$ cat src/hdl/opfield_pkg.sv
// Package: instruction field layouts, encodings and timing constants
package opfield_pkg;

    // ------------------------------------------------------------
    // Word and field geometry
    // ------------------------------------------------------------
    localparam int WORD_W        = 14;
    localparam int FILE_ADDR_W   = 7;
    localparam int BIT_NUM_LSB   = 7;
    localparam int DEST_BIT      = 7;
    localparam int PTR_OFS_N_BIT = 6;
    localparam int PTR_INC_N_BIT = 2;
    localparam int OSC_PER_CYCLE = 4;

    // Reset values
    localparam logic [13:0] WORD_RESET = 14'h0000;
    localparam logic [1:0]  PHASE_RESET = 2'h0;

    // Pointer update modes
    typedef enum logic [1:0] {
        PRE_INC  = 2'b00,
        PRE_DEC  = 2'b01,
        POST_INC = 2'b10,
        POST_DEC = 2'b11
    } ptr_mode_e;

    // Instruction classes
    typedef enum logic [3:0] {
        CLS_BYTE    = 4'h0,
        CLS_BIT     = 4'h1,
        CLS_LIT8    = 4'h2,
        CLS_JUMP11  = 4'h3,
        CLS_BRA9    = 4'h4,
        CLS_PAGE7   = 4'h5,
        CLS_BANK5   = 4'h6,
        CLS_PTROFS  = 4'h7,
        CLS_PTRINC  = 4'h8,
        CLS_CTRL    = 4'h9
    } instr_class_e;

    // Decoded fields of one word
    typedef struct packed {
        instr_class_e cls;
        logic [6:0]   file_addr;
        logic [2:0]   bit_num;
        logic [7:0]   bit_mask;
        logic         dest_file;
        logic         rd_file;
        logic         wr_file;
        logic         wr_acc;
        logic         ptr_sel;
        ptr_mode_e    ptr_mode;
        logic [10:0]  literal;
        logic         two_cycle;
        logic         extra_cycle;
    } decoded_s;

    // Whole state of the decoder
    typedef struct packed {
        logic [1:0]  phase;
        decoded_s    dec;
        logic        nop_cycle;
    } dec_state_s;

endpackage

$ cat src/hdl/opcode_field_decoder.sv
// Module: operand field decoder for 14-bit instruction words
//
// Operation
// - File operand instructions read, modify, then write to chosen target.
// - Addressed register is read, even for write-only instructions, except in the Clear-W form.
// - Destination bit 0 writes accumulator, 1 writes addressed register.
// - Register address is a 7-bit offset, 0x00 to 0x7F in a bank.
// - Bit-number field selects exactly one bit of the 8-bit register.
// - Don't-care bits never affect decoding.
// - Pointer field selects one of two pointers and indirect ports.
// - Two-bit mode picks pre/post increment/decrement of pointer.
// - Each instruction is one 14-bit word with opcode and operands.
// - One instruction cycle spans four oscillator clocks.
// - Branch or true skip takes two cycles, second is a no-op.
// - Indirect access with pointer msb set adds one cycle; with a branch or true skip, only one no-op is inserted.
`timescale 1ns/1ps
`default_nettype none

module opcode_field_decoder (
    // Clock and reset
    input  wire logic                   core_clk,
    input  wire logic                   arst_n,
    // Fetched word
    input  wire logic [13:0]            instr_word,
    input  wire logic                   skip_true,
    input  wire logic                   ptr0_msb,
    input  wire logic                   ptr1_msb,
    // Decoded fields
    output logic                        cycle_strobe,
    output opfield_pkg::decoded_s       decoded,
    output logic                        nop_cycle
);

    // ------------------------------------------------------------
    // Reset release
    // ------------------------------------------------------------
    logic rst_sync1;
    logic rst_n;

    // Two-stage reset release
    always_ff @(posedge core_clk or negedge arst_n) begin
        if (!arst_n) begin
            rst_sync1 <= 1'b0;
            rst_n     <= 1'b0;
        end else begin
            rst_sync1 <= 1'b1;
            rst_n     <= rst_sync1;
        end
    end

    // ------------------------------------------------------------
    // Field decode
    // ------------------------------------------------------------
    opfield_pkg::dec_state_s state;
    opfield_pkg::dec_state_s next_state;
    opfield_pkg::decoded_s   d;
    logic [13:0]             w;
    logic                    ind_access;
    logic                    ind_ptr;

    // Combinational decode of one word
    always_comb begin
        w = instr_word;
        d = '0;
        d.file_addr = w[opfield_pkg::FILE_ADDR_W-1:0];
        d.bit_num   = w[opfield_pkg::BIT_NUM_LSB +: 3];
        d.bit_mask  = 8'h01 << d.bit_num;
        d.ptr_mode  = opfield_pkg::ptr_mode_e'(w[1:0]);
        d.ptr_sel   = w[opfield_pkg::PTR_INC_N_BIT];
        d.cls       = opfield_pkg::CLS_CTRL;
        if (w[13:12] == 2'b01) begin
            d.cls     = opfield_pkg::CLS_BIT;
            d.rd_file = 1'b1;
            d.wr_file = ~w[11];
            d.two_cycle = w[11] & skip_true;
        end else if (w[13:11] == 3'b100 || w[13:11] == 3'b101) begin
            d.cls       = opfield_pkg::CLS_JUMP11;
            d.literal   = w[10:0];
            d.two_cycle = 1'b1;
        end else if (w[13:9] == 5'b11001) begin
            d.cls       = opfield_pkg::CLS_BRA9;
            d.literal   = {2'b00, w[8:0]};
            d.two_cycle = 1'b1;
        end else if (w[13:7] == 7'b1100011) begin
            d.cls     = opfield_pkg::CLS_PAGE7;
            d.literal = {4'h0, w[6:0]};
        end else if (w[13:7] == 7'b1100010) begin
            d.cls     = opfield_pkg::CLS_PTROFS;
            d.ptr_sel = w[opfield_pkg::PTR_OFS_N_BIT];
            d.literal = {5'h00, w[5:0]};
        end else if (w[13:12] == 2'b11) begin
            d.cls     = opfield_pkg::CLS_LIT8;
            d.literal = {3'h0, w[7:0]};
        end else if (w[13:5] == 9'h001) begin
            d.cls     = opfield_pkg::CLS_BANK5;
            d.literal = {6'h00, w[4:0]};
        end else if (w[13:3] == 11'h002) begin
            d.cls     = opfield_pkg::CLS_PTRINC;
        end else if (w[13:8] == 6'h00 && !w[7]) begin
            d.cls       = opfield_pkg::CLS_CTRL;
            d.two_cycle = (w[6:0] == 7'h0a) || (w[6:0] == 7'h0b)
                          || (w[6:0] == 7'h08) || (w[6:0] == 7'h09);
        end else begin
            // Byte-oriented: opcode 13:8, d bit 7, address 6:0
            d.cls       = opfield_pkg::CLS_BYTE;
            d.dest_file = w[opfield_pkg::DEST_BIT];
            d.rd_file   = 1'b1;
            d.wr_file   = d.dest_file;
            d.wr_acc    = ~d.dest_file;
            // Clear-W form ignores its low don't-care bits
            if (w[13:8] == 6'h01 && !w[7]) begin
                d.file_addr = 7'h00;
                d.rd_file   = 1'b0;
            end
            d.two_cycle = (w[11:8] == 4'hb || w[11:8] == 4'hf)
                          && !w[12] && skip_true;
        end
        // Indirect port is address 0 or 1
        ind_access = (d.cls == opfield_pkg::CLS_BYTE
                      || d.cls == opfield_pkg::CLS_BIT)
                     && d.file_addr[6:1] == 6'h00;
        ind_ptr = d.file_addr[0] ? ptr1_msb : ptr0_msb;
        d.extra_cycle = ind_access && ind_ptr;
    end

    // ------------------------------------------------------------
    // Instruction cycle sequencing
    // ------------------------------------------------------------
    // Four clocks per cycle; latch decode at end of phase 3
    always_comb begin
        next_state = state;
        next_state.phase = state.phase + 2'd1;
        if (state.phase == 2'(opfield_pkg::OSC_PER_CYCLE - 1)) begin
            next_state.phase = opfield_pkg::PHASE_RESET;
            if (state.nop_cycle) begin
                next_state.nop_cycle = 1'b0;
                next_state.dec = '0;
            end else begin
                next_state.dec = d;
                next_state.nop_cycle = d.two_cycle | d.extra_cycle;
            end
        end
    end

    // State register
    always_ff @(posedge core_clk or negedge rst_n) begin
        if (!rst_n) begin
            state <= '0;
        end else begin
            state <= next_state;
        end
    end

    // Outputs
    assign decoded      = state.dec;
    assign nop_cycle    = state.nop_cycle;
    assign cycle_strobe = (state.phase == opfield_pkg::PHASE_RESET);

endmodule

`default_nettype wire

$ cat config.mk
export PLATFORM = sky130hd
export DESIGN_NAME = opcode_field_decoder
export DESIGN_NICKNAME = d
export VERILOG_FILES = /design/src/hdl/opfield_pkg.sv /design/src/hdl/opcode_field_decoder.sv
export SDC_FILE = /design/constraint.sdc
export NUM_CORES = 1
export LEC_CHECK = 0
export BUFFER_PORTS_ARGS = -buffer_cell sky130_fd_sc_hd__buf_2
export CELL_PAD_IN_SITES_DETAIL_PLACEMENT = 1
export CELL_PAD_IN_SITES_GLOBAL_PLACEMENT = 2
export CORE_ASPECT_RATIO = 0.75
export CORE_UTILIZATION = 29
export CTS_CLUSTER_DIAMETER = 50
export DETAILED_ROUTE_END_ITERATION = 10
export MAX_ROUTING_LAYER = met4
export PLACE_DENSITY_LB_ADDON = 0.1
export REMOVE_ABC_BUFFERS = 1
export SLEW_MARGIN = 25
export SYNTH_ARGS = -nofsm -noshare
export SYNTH_HDL_FRONTEND = slang
export SYNTH_SLANG_ARGS = --single-unit
$ cat constraint.sdc
create_clock -name core_clk -period 3.1 [get_ports core_clk]
set_input_delay 0 -clock core_clk [delete_from_list [all_inputs] [get_ports core_clk]]
set_output_delay 0 -clock core_clk [all_outputs]
set_load 0.01 [all_outputs]
* Word-level counts from Yosys, hierarchy flattened
Cells that the tools add are included.
** Storage, ports and cells
- Register bits :: 47
- Input port bits :: 19
** Operators by class
- Add/sub/neg operators :: 1
- Equality and inequality tests :: 18
- Shift operators :: 1
- Mux-type cells :: 49
- Bitwise gates (word level) :: 4
- Reductions and logical operators :: 18
** Operator list (count)
- 7-bit two-way mux :: 10
- 4-bit two-way mux :: 14
- 45-bit two-way mux :: 1
- 43-bit two-way mux :: 1
- 7-bit by 4-bit equality test with 1-bit output, second input constant :: 4
- 8-bit two-way mux :: 3
- 5-bit two-way mux :: 4
- 7-bit equality test, second input constant :: 2
- 6-bit logical NOT :: 2
- 12-bit two-way mux :: 1
- 11-bit by 2-bit equality test with 1-bit output, second input constant :: 1
- 1-bit two-way mux :: 11
- 11-bit two-way mux :: 1
- 10-bit two-way mux :: 1
- 9-bit by 1-bit equality test with 1-bit output, second input constant :: 1
- 4-bit equality test, second input constant :: 2
- 1-bit by 3-bit << shifter with 8-bit output, first input constant :: 1
- 3-bit equality test, second input constant :: 2
- 6-bit by 1-bit equality test with 1-bit output, second input constant :: 1
- 1-bit logical AND :: 6
- 1-bit logical OR :: 6
- 5-bit equality test, second input constant :: 1
- 2-bit equality test, second input constant :: 2
- 4-bit by 1-bit equality test with 1-bit output, second input constant :: 1
- other kinds (9) :: 12

* Logic depth before layout (Yosys ltp)
- Word-level depth :: 18
- Gate-level depth with buffers :: 6
- Depth with buffers taken out :: 5

* Least setup slack after synthesis
OpenSTA, ideal clock, no wires.
- Path kind :: reg2reg
- Start point :: reg state, in the netlist nop_cycle
- End point :: reg state, in the netlist decoded[0]
- Setup time :: 83 ps
- Arrival time :: 1384 ps
- Setup slack :: 1633 ps
- Cell stages (with the launch flop) :: 7
- Buffers on the path :: 2
- Path through :: dfrtp_1 -> clkbuf_1 -> nand2b_1 -> buf_2 -> a211oi_1 -> o2111ai_1 -> o21ai_0
** Between the ends
- Cells in the longest elaborated chain, start to end :: 1
** Ends and longest elaborated chain
- start, declared :: line opcode_field_decoder.sv:54 : opfield_pkg::dec_state_s state;
- start signal, assigned :: line opcode_field_decoder.sv:150 : state <= next_state;
- 43-bit two-way mux :: line opcode_field_decoder.sv:135 : if (state.nop_cycle) begin
No other way between the ends.
A chain may end at the register's enable or synchronous reset.

* Final worst setup path
- Start point :: reg state, in the netlist nop_cycle
- End point :: reg state, in the netlist decoded[36]
The elaborated chain is that of the path after synthesis.

==> run_results.csv <==
group,metric,value,unit
run,drv_cap,0,
route,drt-pass1-iter-count,4,
setup_path,crit_required,3.34,ns
layout,area_growth,11.7,%
clock_tree,tritoncts,"built",
worst_hold_path,hp-start,"instr_word[5]",
synth,synth_compound_area_share,16.1,%
floorplanning,core_region_area,8020,sq um
timing,max_slew_margin,59.1,%
layout,register_area,1180,sq um
synth,synth-seq-cells,47,
route,drc,0,
clock_tree,path_clk_slew,0.10,ns
clock_tree,post_cts_buffers,0,
route,ant_nets,0,
synth,synth_top_flop_cell,"dfrtp_1",
timing,timing.fmax,0.559,GHz
clock_tree,ctsLongestPathBuffers,2,
clock_tree,htree_levels,2,
clock_tree,clock-sinks,47,
setup_path,r2r_start,"nop_cycle",
timing,clock_skew,0.0135,ns
setup_path,crit_type,"reg2reg",
global_routing,grt_max_degree,46,
worst_hold_path,min_path_cells,2,
layout,nFillCells,955,
synth,synth_top_family_by_area,"buffers and inverters",
clock_tree,cts_resized,0,
timing,setup_violations,0,
placement,pre_cts_slack,1.29,ns
placement,place_congestion,0.723,
synth,synth_xor_area_share,0,%
timing,period_minus_slack,1.79,ns
timing,fin_ws,1.31,ns
global_routing,grt.met1_usage,21.9,%
setup_path,r2r_end,"decoded[36]",
worst_hold_path,min_to,"decoded[36]",
setup_path,r2r_cells,3,
timing,slew_violations,0,
layout,layout_common_cells,"buf_2 (62), dfrtp_1 (46), inv_1 (24)",
clock_tree,cts_hold_buf,8,
layout,drive_above_1_share,29.7,%
pwr,max-vdd-ir-drop,165,uV
timing,fin_crit_sh,57.7,%
clock_tree,clk_latency,0.31,ns
worst_hold_path,hp-class,"in2reg",
placement,io_buffer_count,62,
run_status,status,"completed",
synth,yosys.area.top_type,"dfrtp_1",
placement,hpwl,4320,microns
floorplanning,start_util,30.4,%
layout,diodes,0,
pwr,power_density,498,nW/um^2
pwr,leakagePower,1.30,nW
synth,synth_cell_types,44,
floorplanning,die_h,81.4,microns
route,routed_via_density,4.71,
synth,netlist_area,2440,sq um
route,via_count,1763,
timing,hold_viol,0,
route,routedWlPerCell,16.3,microns
clock_tree,cts_buffers,5,
route,wl,6100,microns
synth,synth.avg_cell_area,10.0,sq um
route,drt-initial-drc-count,39,
global_routing,globalRouteMet2Util,22.5,%
clock_tree,cts-root-buf,"clkbuf_8",
timing,finalSetupTns,0,ns
floorplanning,fp.dieW,108,microns
synth,synth_edf_count,0,
synth,synthSimpleGateAreaFrac,13.2,%
setup_path,end_kind,"flip-flop",
layout,num-nets-final,289,
global_routing,grt_use_met3,3.25,%
layout,mostFrequentLayoutCell,"buf_2",
global_routing,grt_use_total,15.4,%
synth,ys_top_cells_by_area,"dfrtp_1 (48%), buf_4 (13%), a22o_1 (5.0%)",
floorplanning,num_io_pins,63,
synth,synth-adder-area-share,1.03,%
layout,multi_input_area,798,sq um
global_routing,busiest_layer,"met2",
synth,synthCells,243,
floorplanning,dieArea,8790,sq um
floorplanning,num_rows,28,
setup_path,cp_max_fo,11,
synth,muxShareOfSynthArea,2.21,%
setup_path,worstPathArrival,2.03,ns
global_routing,antenna_found_initial,0,
timing,worst_slew_pin_slew,0.614,ns
synth,ys_seq_area_share,48.2,%
timing,rsz0062_at_grt,"no",
global_routing,grt_pass1_vias,1877,
synth,ys_warn_count,0,
setup_path,crit_path_start_kind,"flip-flop",
synth,synth_async_sr_flop_share,100,%
global_routing,grt_pass1_wl,9860,microns
synth,synth_top_area_share,48.2,%
setup_path,reg2reg_slack,1.31,ns
global_routing,overflow,0,
==> routing by layer <==
| layer | up-vias | routed length (microns) |
|---|---|---|
| met5 | - | 0 |
| met4 | 0 | 21 |
| met3 | 2 | 289 |
| met2 | 41 | 2640 |
| met1 | 880 | 3150 |
| li1 | 840 | - |
==> where the power goes <==
group | switching, mW | internal, mW | leakage, nW | total, mW
Sequential | 0.0394 | 0.655 | 0.614 | 0.694
Clock | 0.225 | 0.266 | 0.0618 | 0.491
Combinational | 0.0924 | 0.0797 | 0.627 | 0.172
==> flip-flops by register name, summed over array words and instances, names as in the netlist <==
signal and flops:
decoded 42, state 2, nop_cycle 1, rst_n 1, rst_sync1 1
==> synthesized netlist by cell type, types with 2 or more instances <==
cell type  number
nor4_1          2
nand3_1        12
o21ai_0        19
nand4_1         3
mux2_2          3
a22o_1         14
nand3b_1        2
mux2i_1         2
ha_1            2
buf_4          43
dfrtp_1        47
o2bb2ai_1       6
and3_1          3
nor2_1         10
inv_1          24
o2111ai_1       2
buf_2           3
nand2b_1        2
and2_1          2
nand2_1         8
a21oi_1         3
nor2b_1         4
clkbuf_1        6
==> logic make-up (layout without fill, tap and decap cells) <==
| logic type | after synthesis | in the layout |
|---|---|---|
| other | 1 | 1 |
| flip-flops | 47 | 47 |
| buffers and inverters | 78 | 104 |
| AO/OA/AOI/OAI | 55 | 55 |
| multiplexers | 5 | 5 |
| adder cells (fa/ha/maj) | 2 | 2 |
| AND/OR/NAND/NOR | 55 | 55 |
==> critical path: stages, from the launching register on <==
cell and delay [ns]:
dfrtp_1 0.54, nand2b_1 0.42, nor2_1 0.55, a22o_1 0.21
==> worst max path at each step <==
stage | startpoint | to | slack, ns | cells past startpoint
2_1_floorplan | state[43] | decoded[38] | 0.96 | 4
3_3_place_gp | nop_cycle | decoded[0] | 1.34 | 4
3_5_place_dp | nop_cycle | decoded[0] | 1.29 | 4
4_1_cts | nop_cycle | decoded[0] | 1.28 | 4
5_1_grt | nop_cycle | nop_cycle | 1.13 | 4
6_report | nop_cycle | decoded[36] | 1.31 | 3
==> per-stage QoR <==
stage                     total power, mW  hold slack (ns)  utilization [%]  area, sq um  std cells
after floorplan                     0.778           -0.296                -         2060        189
after global placement              0.874           -0.215             31.4         2520        358
after detailed placement            0.875           -0.212             31.5         2520        358
after CTS                            1.38           0.0170             34.0         2730        374
after global routing                 1.42           0.0231             34.0         2730        374
final                                1.36           0.0115             34.0         2730        374
==> area by class of cell <==
class | instances | area share (%)
Sequential cell | 47 | 43.3
Multi-Input combinational cell | 118 | 29.3
Timing Repair Buffer | 72 | 14.9
Tap cell | 105 | 4.82
Inverter | 24 | 3.30
Clock buffer | 6 | 3.03
Clock inverter | 2 | 1.42
No activity file was read; power rests on OpenSTA's default activity.
